<file path="src/inc/flash_host_pkg.sv">
`default_nettype none
package flash_host_pkg;
    // Avalon register map (byte addresses, word aligned)
    localparam logic [3:0] CTRL_OFFSET = 4'h0;
    localparam logic [3:0] ADDR_OFFSET = 4'h4;
    localparam logic [3:0] WDATA_OFFSET = 4'h8;
    localparam logic [3:0] STATUS_OFFSET = 4'hC;
    // Command register bit fields
    localparam int CMD_BIT = 0;
    localparam int READ_BIT = 1;
    localparam int WIDE_BIT = 2;
    localparam int ACCEL_BIT = 3;
    localparam int RESET_BIT = 4;
    localparam int BYPASS_BIT = 5;
    localparam int CYCLES_LSB = 8;
    // Status register bit fields
    localparam int BUSY_BIT = 0;
    localparam int RDY_BIT = 1;
    localparam int INRST_BIT = 2;
    localparam int RDATA_LSB = 16;
    // Timing (ns) and derived cycle counts at 40 ns
    localparam int CLK_NS = 40;
    localparam int ACCESS_NS = 70;
    localparam int SETUP_NS = 35;
    localparam int WRITE_PULSE_NS = 35;
    localparam int RECOVER_NS = 30;
    localparam int RESET_PULSE_NS = 500;
    localparam int RESET_RECOVERY_NS = 200;
    localparam int READY_WAIT_NS = 20000;
    localparam logic [15:0] ACCESS_CYC = 16'((ACCESS_NS + CLK_NS - 1) / CLK_NS);
    localparam logic [15:0] SETUP_CYC = 16'((SETUP_NS + CLK_NS - 1) / CLK_NS);
    localparam logic [15:0] WPULSE_CYC = 16'((WRITE_PULSE_NS + CLK_NS - 1) / CLK_NS);
    localparam logic [15:0] RECOVER_CYC = 16'((RECOVER_NS + CLK_NS - 1) / CLK_NS);
    localparam logic [15:0] RESET_PULSE_CYC = 16'((RESET_PULSE_NS + CLK_NS - 1) / CLK_NS);
    localparam logic [15:0] RESET_RECOVERY_CYC = 16'((RESET_RECOVERY_NS + CLK_NS - 1) / CLK_NS);
    localparam int READY_WAIT_CYC = (READY_WAIT_NS + CLK_NS - 1) / CLK_NS;
    // Normal and bypass program sequence lengths
    localparam logic [2:0] NORMAL_PROG_CYCLES = 3'h4;
    localparam logic [2:0] BYPASS_PROG_CYCLES = 3'h2;
    typedef enum logic [1:0] {
        OP_NONE,
        OP_WRITE,
        OP_READ
    } bus_op_t;
endpackage
`default_nettype wire

</file>
<file path="src/inc/flash_cycle_if.sv">
`timescale 1ns/1ps
`default_nettype none
interface flash_cycle_if;
    import flash_host_pkg::*;
    logic start;
    bus_op_t op;
    logic [21:0] addr;
    logic [15:0] wdata;
    logic done;
    logic [15:0] rdata;
    modport master (output start, output op, output addr, output wdata, input done, input rdata);
    modport engine (input start, input op, input addr, input wdata, output done, output rdata);
endinterface
`default_nettype wire

</file>
<file path="src/logic/flash_cycle_engine.sv">
`timescale 1ns/1ps
`default_nettype none
module flash_cycle_engine (
    input wire logic clk,
    input wire logic rst_b,
    flash_cycle_if.engine cyc,
    input wire logic wide,
    input wire logic hold_off,
    output logic chip_sel_n,
    output logic out_en_n,
    output logic wr_en_n,
    output logic [20:0] addr_out,
    output logic [15:0] dq_out,
    output logic [15:0] dq_oe,
    input wire logic [15:0] dq_in
);
    import flash_host_pkg::*;
    typedef enum logic [2:0] {S_IDLE, S_SETUP, S_PULSE, S_RECOVER, S_READ} st_t;
    typedef struct packed {
        st_t st;
        logic [15:0] cnt;
        logic ce_n;
        logic oe_n;
        logic we_n;
        logic [20:0] a;
        logic [15:0] d;
        logic [15:0] doe;
        logic [15:0] rd;
        logic done;
    } eng_t;
    eng_t s_q, s_d;
    always_comb begin
        s_d = s_q;
        s_d.done = 1'b0;
        case (s_q.st)
            S_IDLE: begin
                s_d.ce_n = 1'b1;
                s_d.oe_n = 1'b1;
                s_d.we_n = 1'b1;
                s_d.doe = 16'h0000;
                if (cyc.start && !hold_off && cyc.op != OP_NONE) begin
                    s_d.a = cyc.addr[21:1];
                    s_d.ce_n = 1'b0;
                    s_d.cnt = 16'h0000;
                    if (wide) begin
                        s_d.a = cyc.addr[20:0];
                    end
                    if (cyc.op == OP_WRITE) begin
                        // Byte mode uses top data line as lowest address bit
                        s_d.d = wide ? cyc.wdata : {cyc.addr[0], 7'h00, cyc.wdata[7:0]};
                        s_d.doe = wide ? 16'hFFFF : 16'h80FF;
                        s_d.st = S_SETUP;
                    end else begin
                        s_d.oe_n = 1'b0;
                        s_d.d = {cyc.addr[0], 15'h0000};
                        s_d.doe = wide ? 16'h0000 : 16'h8000;
                        s_d.st = S_READ;
                    end
                end
            end
            S_SETUP: begin
                s_d.cnt = s_q.cnt + 16'h0001;
                if (s_q.cnt + 16'h0001 >= SETUP_CYC) begin
                    s_d.we_n = 1'b0;
                    s_d.cnt = 16'h0000;
                    s_d.st = S_PULSE;
                end
            end
            S_PULSE: begin
                s_d.cnt = s_q.cnt + 16'h0001;
                if (s_q.cnt + 16'h0001 >= WPULSE_CYC) begin
                    s_d.we_n = 1'b1;
                    s_d.cnt = 16'h0000;
                    s_d.st = S_RECOVER;
                end
            end
            S_RECOVER: begin
                s_d.cnt = s_q.cnt + 16'h0001;
                if (s_q.cnt + 16'h0001 >= RECOVER_CYC) begin
                    s_d.ce_n = 1'b1;
                    s_d.doe = 16'h0000;
                    s_d.done = 1'b1;
                    s_d.st = S_IDLE;
                end
            end
            S_READ: begin
                s_d.cnt = s_q.cnt + 16'h0001;
                // Full chip-select access time each read, covers standby and sleep exit
                if (s_q.cnt + 16'h0001 >= ACCESS_CYC + 16'h0001) begin
                    s_d.rd = wide ? dq_in : {8'h00, dq_in[7:0]};
                    s_d.ce_n = 1'b1;
                    s_d.oe_n = 1'b1;
                    s_d.doe = 16'h0000;
                    s_d.done = 1'b1;
                    s_d.st = S_IDLE;
                end
            end
            default: s_d.st = S_IDLE;
        endcase
        if (hold_off) begin
            s_d.st = S_IDLE;
            s_d.ce_n = 1'b1;
            s_d.oe_n = 1'b1;
            s_d.we_n = 1'b1;
            s_d.doe = 16'h0000;
        end
    end
    always_ff @(posedge clk or negedge rst_b) begin
        if (!rst_b) begin
            s_q <= '{st: S_IDLE, cnt: 16'h0000, ce_n: 1'b1, oe_n: 1'b1, we_n: 1'b1, a: 21'h000000,
                     d: 16'h0000, doe: 16'h0000, rd: 16'h0000, done: 1'b0};
        end else begin
            s_q <= s_d;
        end
    end
    assign chip_sel_n = s_q.ce_n;
    assign out_en_n = s_q.oe_n;
    assign wr_en_n = s_q.we_n;
    assign addr_out = s_q.a;
    assign dq_out = s_q.d;
    assign dq_oe = s_q.doe;
    assign cyc.done = s_q.done;
    assign cyc.rdata = s_q.rd;
endmodule // flash_cycle_engine
`default_nettype wire

</file>
<file path="src/logic/flash_host_ctrl.sv">
// The register addresses and the Avalon-MM register port were chosen for this implementation.
`timescale 1ns/1ps
`default_nettype none
module flash_host_ctrl #(
    parameter int READY_WAIT = flash_host_pkg::READY_WAIT_CYC
) (
    input wire logic clk,
    input wire logic rst_b,
    input wire logic [3:0] avs_address,
    input wire logic avs_read,
    input wire logic avs_write,
    input wire logic [31:0] avs_writedata,
    input wire logic [3:0] avs_byteenable,
    output logic [31:0] avs_readdata,
    output logic avs_waitrequest,
    output logic chip_sel_n,
    output logic out_en_n,
    output logic wr_en_n,
    output logic flash_reset_n,
    output logic width_sel,
    output logic accelerated_program,
    output logic [20:0] flash_addr,
    output logic [15:0] dq_out,
    output logic [15:0] dq_oe,
    input wire logic [15:0] dq_in,
    input wire logic ready_busy_n
);
    import flash_host_pkg::*;

    // ----------------------------------------
    // State
    // ----------------------------------------
    typedef enum logic [1:0] {H_IDLE, H_ISSUE, H_WAIT} host_st_t;
    typedef struct packed {
        host_st_t st;
        logic wide;
        logic accel;
        logic bypass;
        logic [21:0] addr;
        logic [15:0] wdata;
        logic [15:0] rdata;
        logic is_read;
        logic [2:0] left;
        logic [2:0] idx;
        logic rst_req;
        logic ack;
    } host_t;
    host_t s_q, s_d;

    flash_cycle_if cyc ();
    logic in_reset;
    logic busy;
    logic bus_access;

    // ----------------------------------------
    // Sub-blocks
    // ----------------------------------------
    flash_cycle_engine u_engine (
        .clk(clk),
        .rst_b(rst_b),
        .cyc(cyc),
        .wide(s_q.wide),
        .hold_off(in_reset),
        .chip_sel_n(chip_sel_n),
        .out_en_n(out_en_n),
        .wr_en_n(wr_en_n),
        .addr_out(flash_addr),
        .dq_out(dq_out),
        .dq_oe(dq_oe),
        .dq_in(dq_in)
    );

    flash_reset_ctrl #(
        .READY_WAIT(READY_WAIT)
    ) u_reset (
        .clk(clk),
        .rst_b(rst_b),
        .req(s_q.rst_req),
        .ready_busy_n(ready_busy_n),
        .flash_reset_n(flash_reset_n),
        .in_reset(in_reset)
    );

    assign busy = (s_q.st != H_IDLE);
    assign bus_access = avs_read || avs_write;

    // ----------------------------------------
    // Control
    // ----------------------------------------
    always_comb begin
        s_d = s_q;
        s_d.ack = 1'b0;
        s_d.rst_req = 1'b0;
        cyc.start = 1'b0;
        cyc.op = OP_NONE;
        cyc.addr = s_q.addr;
        cyc.wdata = s_q.wdata;
        case (s_q.st)
            H_IDLE: begin
                if (avs_write && !s_q.ack) begin
                    s_d.ack = 1'b1;
                    if (avs_address == CTRL_OFFSET) begin
                        if (avs_byteenable[0]) begin
                            s_d.wide = avs_writedata[WIDE_BIT];
                            // High voltage only while programming is requested
                            s_d.accel = avs_writedata[ACCEL_BIT] && !avs_writedata[READ_BIT];
                            s_d.bypass = avs_writedata[BYPASS_BIT];
                            s_d.is_read = avs_writedata[READ_BIT];
                            if (avs_writedata[RESET_BIT]) begin
                                s_d.rst_req = 1'b1;
                                s_d.accel = 1'b0;
                            end else if (avs_writedata[CMD_BIT]) begin
                                s_d.st = H_ISSUE;
                                s_d.idx = 3'h0;
                                if (avs_writedata[READ_BIT]) begin
                                    s_d.left = 3'h1;
                                end else if (avs_writedata[BYPASS_BIT] || avs_writedata[ACCEL_BIT]) begin
                                    s_d.left = BYPASS_PROG_CYCLES;
                                end else if (avs_byteenable[1] && avs_writedata[CYCLES_LSB +: 3] != 3'h0) begin
                                    // Raw count for unlock, erase, suspend, id entry
                                    s_d.left = avs_writedata[CYCLES_LSB +: 3];
                                end else begin
                                    s_d.left = NORMAL_PROG_CYCLES;
                                end
                            end
                        end
                    end else if (avs_address == ADDR_OFFSET) begin
                        s_d.addr = avs_writedata[21:0];
                    end else if (avs_address == WDATA_OFFSET) begin
                        s_d.wdata = avs_writedata[15:0];
                    end
                end else if (avs_read && !s_q.ack) begin
                    s_d.ack = 1'b1;
                end
            end
            H_ISSUE: begin
                if (!in_reset) begin
                    cyc.start = 1'b1;
                    cyc.op = s_q.is_read ? OP_READ : OP_WRITE;
                    s_d.st = H_WAIT;
                end
            end
            H_WAIT: begin
                if (in_reset) begin
                    // Aborted sequence; software must reissue it
                    s_d.st = H_IDLE;
                end else if (cyc.done) begin
                    if (s_q.is_read) begin
                        s_d.rdata = cyc.rdata;
                    end
                    s_d.idx = s_q.idx + 3'h1;
                    if (s_q.left == 3'h1) begin
                        s_d.st = H_IDLE;
                        // High voltage off as soon as the program sequence ends
                        s_d.accel = 1'b0;
                    end else begin
                        s_d.left = s_q.left - 3'h1;
                        s_d.st = H_ISSUE;
                    end
                end
            end
            default: s_d.st = H_IDLE;
        endcase
        // Status polls are answered while a sequence runs
        if (avs_read && !s_q.ack) begin
            s_d.ack = 1'b1;
        end
        if (!bus_access) begin
            s_d.ack = 1'b0;
        end
        if (in_reset) begin
            s_d.accel = 1'b0;
        end
    end

    always_ff @(posedge clk or negedge rst_b) begin
        if (!rst_b) begin
            s_q <= '{st: H_IDLE, wide: 1'b1, accel: 1'b0, bypass: 1'b0, addr: 22'h000000,
                     wdata: 16'h0000, rdata: 16'h0000, is_read: 1'b0, left: 3'h0, idx: 3'h0,
                     rst_req: 1'b0, ack: 1'b0};
        end else begin
            s_q <= s_d;
        end
    end

    // ----------------------------------------
    // Avalon answer
    // ----------------------------------------
    always_comb begin
        avs_readdata = 32'h00000000;
        if (avs_address == CTRL_OFFSET) begin
            avs_readdata[WIDE_BIT] = s_q.wide;
            avs_readdata[ACCEL_BIT] = s_q.accel;
            avs_readdata[BYPASS_BIT] = s_q.bypass;
            avs_readdata[READ_BIT] = s_q.is_read;
        end else if (avs_address == ADDR_OFFSET) begin
            avs_readdata[21:0] = s_q.addr;
        end else if (avs_address == WDATA_OFFSET) begin
            avs_readdata[15:0] = s_q.wdata;
        end else if (avs_address == STATUS_OFFSET) begin
            avs_readdata[BUSY_BIT] = busy;
            avs_readdata[RDY_BIT] = ready_busy_n;
            avs_readdata[INRST_BIT] = in_reset;
            avs_readdata[RDATA_LSB +: 16] = s_q.rdata;
        end
    end
    // Writes stall while a sequence runs; reads never stall once acked
    assign avs_waitrequest = bus_access && !s_q.ack;

    assign width_sel = s_q.wide;
    assign accelerated_program = s_q.accel;
endmodule // flash_host_ctrl
`default_nettype wire

</file>
<file path="src/logic/flash_reset_ctrl.sv">
`timescale 1ns/1ps
`default_nettype none
module flash_reset_ctrl #(
    parameter int READY_WAIT = flash_host_pkg::READY_WAIT_CYC
) (
    input wire logic clk,
    input wire logic rst_b,
    input wire logic req,
    input wire logic ready_busy_n,
    output logic flash_reset_n,
    output logic in_reset
);
    import flash_host_pkg::*;
    typedef enum logic [1:0] {R_IDLE, R_PULSE, R_WAIT, R_RECOVER} rst_st_t;
    typedef struct packed {
        rst_st_t st;
        logic [31:0] cnt;
    } rc_t;
    rc_t s_q, s_d;
    always_comb begin
        s_d = s_q;
        case (s_q.st)
            R_IDLE: begin
                if (req) begin
                    s_d.st = R_PULSE;
                    s_d.cnt = 32'h00000000;
                end
            end
            R_PULSE: begin
                s_d.cnt = s_q.cnt + 32'h00000001;
                if (s_q.cnt + 32'h00000001 >= 32'(RESET_PULSE_CYC)) begin
                    s_d.st = R_WAIT;
                    s_d.cnt = 32'h00000000;
                end
            end
            R_WAIT: begin
                s_d.cnt = s_q.cnt + 32'h00000001;
                // Busy means an aborted algorithm still unwinding
                if (ready_busy_n || s_q.cnt >= 32'(READY_WAIT)) begin
                    s_d.st = R_RECOVER;
                    s_d.cnt = 32'h00000000;
                end
            end
            R_RECOVER: begin
                s_d.cnt = s_q.cnt + 32'h00000001;
                if (s_q.cnt + 32'h00000001 >= 32'(RESET_RECOVERY_CYC)) begin
                    s_d.st = R_IDLE;
                end
            end
            default: s_d.st = R_IDLE;
        endcase
    end
    always_ff @(posedge clk or negedge rst_b) begin
        if (!rst_b) begin
            s_q <= '{st: R_IDLE, cnt: 32'h00000000};
        end else begin
            s_q <= s_d;
        end
    end
    assign flash_reset_n = (s_q.st != R_PULSE);
    assign in_reset = (s_q.st != R_IDLE);
endmodule // flash_reset_ctrl
`default_nettype wire

</file>
<file path="config.mk">
export PLATFORM = sky130hd
export DESIGN_NAME = flash_host_ctrl
export DESIGN_NICKNAME = d
export VERILOG_FILES = /design/src/inc/flash_host_pkg.sv /design/src/inc/flash_cycle_if.sv /design/src/logic/flash_cycle_engine.sv /design/src/logic/flash_host_ctrl.sv /design/src/logic/flash_reset_ctrl.sv
export SDC_FILE = /design/constraint.sdc
export NUM_CORES = 1
export LEC_CHECK = 0
export BUFFER_PORTS_ARGS = -buffer_cell sky130_fd_sc_hd__buf_2
export CAP_MARGIN = 40
export CORE_MARGIN = 2
export CORE_UTILIZATION = 60
export CTS_BUF_LIST = sky130_fd_sc_hd__clkbuf_4 sky130_fd_sc_hd__clkbuf_8
export DETAILED_ROUTE_END_ITERATION = 10
export HOLD_SLACK_MARGIN = 0.02
export PLACE_DENSITY_LB_ADDON = 0.3
export SYNTH_ARGS = -nofsm -noshare
export SYNTH_HDL_FRONTEND = slang
export SYNTH_HIERARCHICAL = 1
export SYNTH_SLANG_ARGS = --single-unit
</file>
<file path="constraint.sdc">
create_clock -name clk -period 3.92 [get_ports clk]
set_input_delay 0.196 -clock clk [delete_from_list [all_inputs] [get_ports clk]]
set_output_delay 0.196 -clock clk [all_outputs]
set_load 0.01 [all_outputs]
</file>
# Word-level counts from Yosys, hierarchy flattened
# Cells that the tools add are included.
[word_totals] ff_bits=194 out_inout_bits=92 elab_cells=208
[op_classes] n_addsub=4 order_cmp=5 n_eq_ne=39 muxes=89 bitwise=3 n_reduce_logical=44
[op_table] cell="$mux W16" n=10
[op_table] cell="$pmux W34 S4" n=1
[op_table] cell="$mux W34" n=3
[op_table] cell="$pmux W16 S4" n=1
[op_table] cell="$pmux W16 S3" n=1
[op_table] cell="$mux W22" n=2
[op_table] cell="$mux W43" n=1
[op_table] cell="$mux W21" n=2
[op_table] cell="$mux W19" n=2
[op_table] cell="$mux W38" n=1
[op_table] cell="$mux W3" n=12
[op_table] cell="$mux W33" n=1
[op_table] cell="$add A32 B1 Y32 const B" n=1
[op_table] cell="$ge A32 B3 Y1 const B" n=1
[op_table] cell="$ge A32 B4 Y1 const B" n=1
[op_table] cell="$ge A32 B9 Y1 const B" n=1
[op_table] cell="$mux W32" n=1
[op_table] cell="$mux W26" n=1
[op_table] cell="$mux W6" n=4
[op_table] cell="$mux W2" n=11
[op_table] cell="$mux W7" n=3
[op_table] cell="$mux W1" n=19
[op_table] cell="$ne A2 B2 Y1 const B" n=9
[op_table] cell="$ne A3 B2 Y1 const B" n=6
[op_table] cell="other kinds (42)" n=89

# Longest topological paths before layout
# Gate-level depths: netlist (run 1).
[logic_depth] word_depth=13 depth_mapped=13

# Hierarchy
# The synthesis (run 1) kept the hierarchy.
[by_module_without_submodules] module="flash_cycle_engine" instances=1 cells_each=497 area_each_um2=4521.8
[by_module_without_submodules] module="flash_host_ctrl" instances=1 cells_each=248 area_each_um2=3168.0
[by_module_without_submodules] module="flash_reset_ctrl" instances=1 cells_each=342 area_each_um2=2697.6

# Worst setup path after synthesis (run 1)
# OpenSTA, ideal clock, no wires.
[synth_timing] path_kind="flip-flop to flip-flop" startpoint="register u_reset/s_q[9] in the netlist's numbering" endpoint="register u_reset/s_q[14] in the netlist's numbering" arrival_time_ps=2716 t_required_ps=3802 path_slack_ps=1086 stages_incl_launch_ff=13 synth_period_minus_slack_ps=2834 path_cell_list="dfrtp_1 > buf_4 > nand4_2 > or4_1 > buf_2 > nor4_4 > mux2i_1 > a22oi_1 > and4_4 > a31oi_2 > clkbuf_1 > o21ai_0 > a21o_1"
[synth_between] elab_chain_len=4
[synth_rtl] element="from (decl)" line="flash_reset_ctrl.sv:19" rtl="rc_t s_q, s_d;"
[synth_rtl] element="from (signal assigned)" line="flash_reset_ctrl.sv:55" rtl="s_q <= '{st: R_IDLE, cnt: 32'h00000000};"
[synth_rtl] element="$add A32 B1 Y32 or $ge A32 B9 Y1 (tied branches)"
[synth_rtl] element="$ge A32 B4 Y1 or $logic_or A1 B1 Y1 (tied branches)" line="flash_reset_ctrl.sv:31, flash_reset_ctrl.sv:39"
[synth_rtl] element="$mux W34, on equally long branches" line="flash_reset_ctrl.sv:31, flash_reset_ctrl.sv:39"
[synth_rtl] element="$pmux W34 S4 (*)" line="flash_reset_ctrl.sv:22" rtl="case (s_q.st)"
# Every way passes the cells marked *; elsewhere a longest branch is shown, timed or not. The select of a mux whose other input is x is not followed.
# A chain may end at the register's enable or synchronous reset.

# Final worst setup path (run 1)
[layout_timing] startpoint="register u_reset/s_q[9] in the netlist's numbering" endpoint="register u_reset/s_q[17] in the netlist's numbering"
# Same word-level chain as after synthesis.

==> qor.txt, run 1 <==
Slowest stage delay, CP -> 0.71 ns
DRT Pass-1 Iters -> 7
Starting DRT DRC Count -> 686
Worst min path class -> input pin to register
Yosys reg bits -> 178
Crit share post-route -> 90.39%
Hold WS -> 0.04979 ns
Fraction of layout instances using a drive strength above 1 -> 25.32%
Cell Area, Synth -> 10390 um^2
DPL Wire Length -> 16.88 mm
Antenna violations before repair -> 0
Worst-case hold path end point -> cyc.wdata[9]
PortBufs -> 140
Static leakage -> 0.005472 uW
Residual DRC -> 0
Ys Warns -> 6
Pwr dens -> 387.1 nW/um^2
Synth cell types -> 85
Critical path data arrival time -> 3.91 ns
Num CTS Buffers -> 17
Fin crit period -> 3.543 ns
Worst r2r path cells -> 9
Deepest clock path buffer count -> 2
Non-filler cells, final -> 1402
Sum Neg Setup Slack -> 0 ns
Peak VDD IR -> 234.5 uV
Core Area -> 17120 um^2
Reg-to-Reg Start -> u_reset/s_q[9]
Max cap viols -> 0
Antenna Violating Nets Remaining -> 0
Worst setup EP type -> register
Final Setup Violations -> 0
RSZ-0062 raised after global routing -> no
Syn Nets -> 1156
Hold Vio Cnt, Final -> 0
Slowest-stage cell, CP -> or4_1
Clock Skews -> 0.02223 ns
Yosys top cell by area -> dfrtp_1
CTS tree -> done
Async set-or-reset flop fraction in the synthesized netlist -> 100.0%
H-tree depth -> 4
Count leader, synth -> dfrtp_1
Placed Instances -> 1333
Top-area cell type share of the netlist area -> 41.92%
IO Pins -> 153
Worst skew pair latency -> 0.47 ns
Die Span Y -> 135.6 um
Clock Root Buffer -> clkbuf_8
Main synth FF type -> dfrtp_1
GPL Wtd Cong -> 0.9118
Largest fanout on the critical path -> 25
Post-synth EDFFs -> 0
Routed length per instance -> 17.66 um
Sequential cell area fraction in the yosys report -> 42.93%
Vias in the first global route -> 7852
Fmax -> 282.2 MHz
Syn Area/Cell -> 9.556 um^2
Global-route wire length before repair -> 39.49 mm
Die W -> 135.6 um
Post-synthesis cell count -> 1087
Startpoint Class -> register
# fillers -> 1345
Slew of the pin with the lowest slew margin -> 0.7440 ns
Final Util -> 67.03%
CP bufs+invs -> 0
Slew Limit Fails -> 0
Top cells by area, synth -> dfrtp_1, mux2_2, buf_4
Depth of the worst hold-timing path -> 2
P&R area growth vs syn -> 10.46%
CTS Sinks -> 178
Via count -> 8361
Core Rows -> 48
Via-per-instance ratio -> 5.964
CP required -> 4.29 ns
Largest net degree at the start of global routing -> 83
Initial Util -> 60.69%
Critical path's top delay family -> simple AND/OR/NAND/NOR gates
Total wire length -> 24.76 mm
Die outline area -> 18380 um^2
All-Layer GR Usage -> 26.94%
Synth cell count leaders -> dfrtp_1, nand2_1, o21ai_0, buf_4, nor2_1
Remaining Overflow, GRT -> 0
Crit Path Class -> register to register
Worst reg2reg path endpoint -> u_reset/s_q[17]
Clock transition at the registers of the reported paths -> 0.10 ns
Slew headroom -> 50.28%
Status -> completed
Nets -> 1233
Cell Chain, Critical Path -> nand4_2, or4_1, nor4_4, nand4b_1, a22oi_1, and4_4, a31o_2, nand2_1, o31ai_1
Hold path start -> avs_writedata[9]
R2R Setup Slk -> 0.38 ns
Ant diodes -> 0
cells in the final DEF (no fill, tap or decap), types with 4 or more instances in the layout:
| cell | synthesis | final |
|---|---|---|
| clkinv_4 | 0 | 4 |
| nand2b_1 | 8 | 8 |
| mux2_2 | 62 | 62 |
| and4_1 | 8 | 8 |
| buf_2 | 9 | 139 |
| dfstp_2 | 4 | 4 |
| o21ai_0 | 82 | 82 |
| o211ai_1 | 5 | 5 |
| xor2_1 | 5 | 5 |
| nand4_1 | 19 | 19 |
| nor2b_1 | 5 | 5 |
| and3_1 | 15 | 15 |
| or2_2 | 8 | 8 |
| o22ai_1 | 6 | 6 |
| nor3_1 | 20 | 20 |
| inv_8 | 0 | 5 |
| o31ai_1 | 8 | 8 |
| and2_1 | 22 | 22 |
| inv_1 | 28 | 28 |
| buf_4 | 75 | 12 |
| nor4_1 | 12 | 12 |
| or3_1 | 9 | 9 |
| nand3_1 | 44 | 44 |
| a22o_1 | 18 | 18 |
| clkbuf_8 | 0 | 17 |
| a21oi_1 | 34 | 34 |
| mux2i_1 | 40 | 40 |
| nor2_1 | 69 | 68 |
| dfrtp_1 | 174 | 174 |
| a31oi_1 | 10 | 10 |
| nand2_1 | 121 | 121 |
| xnor2_1 | 7 | 7 |
| o2bb2ai_1 | 4 | 4 |
| nor3b_1 | 7 | 7 |
| a21o_1 | 15 | 15 |
| dlygate4sd3_1 | 0 | 37 |
| ha_1 | 8 | 8 |
cell families after synthesis:
| group | after synthesis | synth area share [%] |
|---|---|---|
| xor gates and xnor gates | 12 | 1.012 |
| DFF | 178 | 42.93 |
| muxes | 107 | 11.33 |
| adders and majority gates | 9 | 1.060 |
| and+or+nand+nor | 400 | 20.67 |
| AOI/OAI and AO/OA | 218 | 13.83 |
| buffers and inverters | 163 | 9.166 |
area by class of cell:
| type | instances | area [um^2] | share of cell area [%] |
|---|---|---|---|
| clock inverters | 14 | 140.1 | 1.221 |
| multi-input cells | 746 | 4996 | 43.54 |
| inverters | 28 | 105.1 | 0.9160 |
| repair buffers | 193 | 1250 | 10.89 |
| well taps | 225 | 281.5 | 2.454 |
| flip-flops and latches | 178 | 4459 | 38.87 |
| clock buffers | 18 | 241.5 | 2.105 |
worst max path at each step:
stage               slack, ns         endpoint  cells past startpoint      startpoint
finish                   0.38  u_reset/s_q[17]                      9  u_reset/s_q[9]
detailed placement       0.42  u_reset/s_q[17]                      9  u_reset/s_q[9]
global route             0.18  u_reset/s_q[17]                      9  u_reset/s_q[9]
global placement         0.51  u_reset/s_q[21]                     10  u_reset/s_q[8]
floorplan                1.09  u_reset/s_q[14]                     12  u_reset/s_q[9]
CTS                      0.41  u_reset/s_q[17]                      9  u_reset/s_q[9]
registers in the layout, summed over array words and instances, names as in the netlist, 3 cells and up:
name / count
cyc.wdata: 16
u_engine/dq_out: 16
u_engine/addr_out: 21
u_engine/dq_oe: 3
u_engine/s_q: 19
s_q: 25
u_reset/s_q: 34
cyc.addr: 22
u_engine/cyc.rdata: 16
power by group:
| part | internal, uW | switching, uW | total (uW) |
|---|---|---|---|
| sequential | 1990 | 201 | 2190 |
| combinational | 429 | 600 | 1030 |
| clock | 479 | 739 | 1220 |
per-layer routing:
| metal | vias to the layer above | global-route usage, % | part of all wire [%] |
|---|---|---|---|
| li1 | 3966 | - | - |
| met1 | 4070 | 36.73 | 44 |
| met2 | 287 | 44.36 | 49 |
| met3 | 38 | 3.853 | 5.2 |
| met4 | 0 | 9.201 | 2.0 |
| met5 | - | 0 | 0 |
stage by stage:
stage               instance area [um^2]  worst slack, ns  power [uW]
floorplan                          10390            1.086        2872
global placement                   10680           0.5143        3150
detailed placement                 10720           0.4249        3223
CTS                                11470           0.4087        4470
global route                       11470           0.1764        4669
finish                             11470           0.3768        4442
repair_timing:
item	CTS	global route
hold endpoints to repair	96	0
resized for setup	0	0
setup endpoints to repair	0	0
hold buffers	37	0
buffers inserted	0	0
Note: power is estimated with default switching activity, not from simulation.
==> run 2, diff against run 1 <==
- CORE_UTILIZATION: 60 -> 48
==> qor.txt, run 2 (synthesis gave the netlist of run 1 again) <==
Final Util -> 54.56%
Pwr dens -> 383.7 nW/um^2
Commonest cells after routing, fill and taps aside -> dfrtp_1, buf_2, nand2_1, o21ai_0, nor2_1
Crit share post-route -> 91.46%
CTS tree -> done
CTS Sinks -> 178
Power, Total -> 4429 uW
CP required -> 4.30 ns
Slew Limit Fails -> 0
Final Setup Violations -> 0
H-tree depth -> 4
GPL Wtd Cong -> 0.9050
P&R area growth vs syn -> 11.12%
Nets -> 1232
Clock Root Buffer -> clkbuf_8
Worst min path class -> input pin to register
Slew headroom -> 47.41%
Die Span Y -> 151.1 um
Slew of the pin with the lowest slew margin -> 0.7869 ns
Initial Util -> 49.10%
Worst-case hold path end point -> s_q[0]
Dpl ws -> 0.3957 ns
Vias in the first global route -> 7746
Top reg by flops -> u_reset/s_q
Slowest stage delay, CP -> 0.77 ns
Die outline area -> 22830 um^2
Via-per-instance ratio -> 5.734
Crit Path Class -> register to register
Max cap viols -> 0
Fraction of layout instances using a drive strength above 1 -> 25.17%
Critical path data arrival time -> 3.97 ns
Static leakage -> 0.005473 uW
Routed length per instance -> 17.23 um
Fmax -> 278.9 MHz
Largest net degree at the start of global routing -> 64
Status -> completed
Depth of the worst hold-timing path -> 3
Die W -> 151.1 um
R2R Setup Slk -> 0.33 ns
Hold path start -> avs_write
PortBufs -> 140
Sum Neg Setup Slack -> 0 ns
Most common cell after layout, fill and taps aside -> dfrtp_1
Setup ws final -> 0.3349 ns
IO Pins -> 153
Slowest-stage cell, CP -> or4_1
Clock Skews -> 0.01882 ns
Worst skew pair latency -> 0.48 ns
Antenna Violating Nets Remaining -> 0
Clock transition at the registers of the reported paths -> 0.10 ns
Cell Chain, Critical Path -> nand4_1, or4_1, nor4_4, nand4b_1, a22oi_1, and4_4, a31o_2, nand2_1, o31ai_1
DRT Pass-1 Iters -> 5
Largest fanout on the critical path -> 25
Worst setup EP type -> register
Reg-to-Reg Start -> u_reset/s_q[8]
Total wire length -> 25.00 mm
Max reg flops -> 34
Residual DRC -> 0
Core Area -> 21150 um^2
Worst reg2reg path endpoint -> u_reset/s_q[21]
Deepest clock path buffer count -> 2
Worst r2r path cells -> 9
Num CTS Buffers -> 17
Fin crit period -> 3.585 ns
Core Rows -> 53
Starting DRT DRC Count -> 686
Peak VDD IR -> 286.7 uV
Post-CTS Setup Inserts -> 0
Hold WS -> 0.04385 ns
All-Layer GR Usage -> 22.26%
Startpoint Class -> register
Remaining Overflow, GRT -> 0
Antenna violations before repair -> 1
DPL Wire Length -> 17.41 mm
Via count -> 8320
# fillers -> 1875
Global-route wire length before repair -> 40.16 mm
Hold Vio Cnt, Final -> 0
Ant diodes -> 0
RSZ-0062 raised after global routing -> no
[run 2: metal layers]
layer | global-route usage (%) | vias to the layer above | share of wire [%]
met2 | 36.68 | 271 | 47
met4 | 6.168 | 2 | 1.6
li1 | - | 3954 | -
met3 | 4.217 | 34 | 5.7
met5 | 0 | - | 0.052
met1 | 30.15 | 4059 | 46
[run 2: worst max-delay path by stage]
stage	startpoint	end	slack, ns	cells past startpoint
final	u_reset/s_q[8]	u_reset/s_q[21]	0.33	9
after global routing	u_reset/s_q[0]	u_reset/s_q[21]	0.05	10
after CTS	u_reset/s_q[8]	u_reset/s_q[21]	0.35	9
after detailed placement	u_reset/s_q[8]	u_reset/s_q[21]	0.40	9
after global placement	u_reset/s_q[8]	u_reset/s_q[21]	0.47	9
after floorplan	u_reset/s_q[9]	u_reset/s_q[14]	1.09	12
[run 2: what timing repair did]
| item | CTS | global route |
|---|---|---|
| gates resized for setup | 0 | 0 |
| hold endpoints to repair | 166 | 0 |
| hold buffers | 38 | 0 |
[run 2: cell type report]
cell class / count / area (um^2) / area share [%]
multi-input combinational: 746 / 4996 / 43.28
timing repair buffer: 192 / 1249 / 10.82
sequential: 178 / 4459 / 38.63
tap: 275 / 344.1 / 2.981
clock inverter: 14 / 141.4 / 1.225
clock buffer: 18 / 247.7 / 2.146
inverter: 28 / 105.1 / 0.9106
[run 2: worst max-delay path, delay by kind of cell (launching register included)]
family | cells | cell delay [ns]
AND/OR/NAND/NOR | 6 | 2.04
flip-flops | 1 | 0.47
AO/OA/AOI/OAI | 3 | 0.97
[run 2: power by group]
group	total [uW]	switching, uW	internal, uW
logic	1010	600	405
registers	2190	195	1990
clock network	1230	746	488
total	4430	1540	2890
[run 2: through the flow]
step	instance area, um^2	std cells
finish	11540	1451
global route	11540	1451
CTS	11540	1451
detailed placement	10770	1381
global placement	10710	1378
floorplan	10390	1087
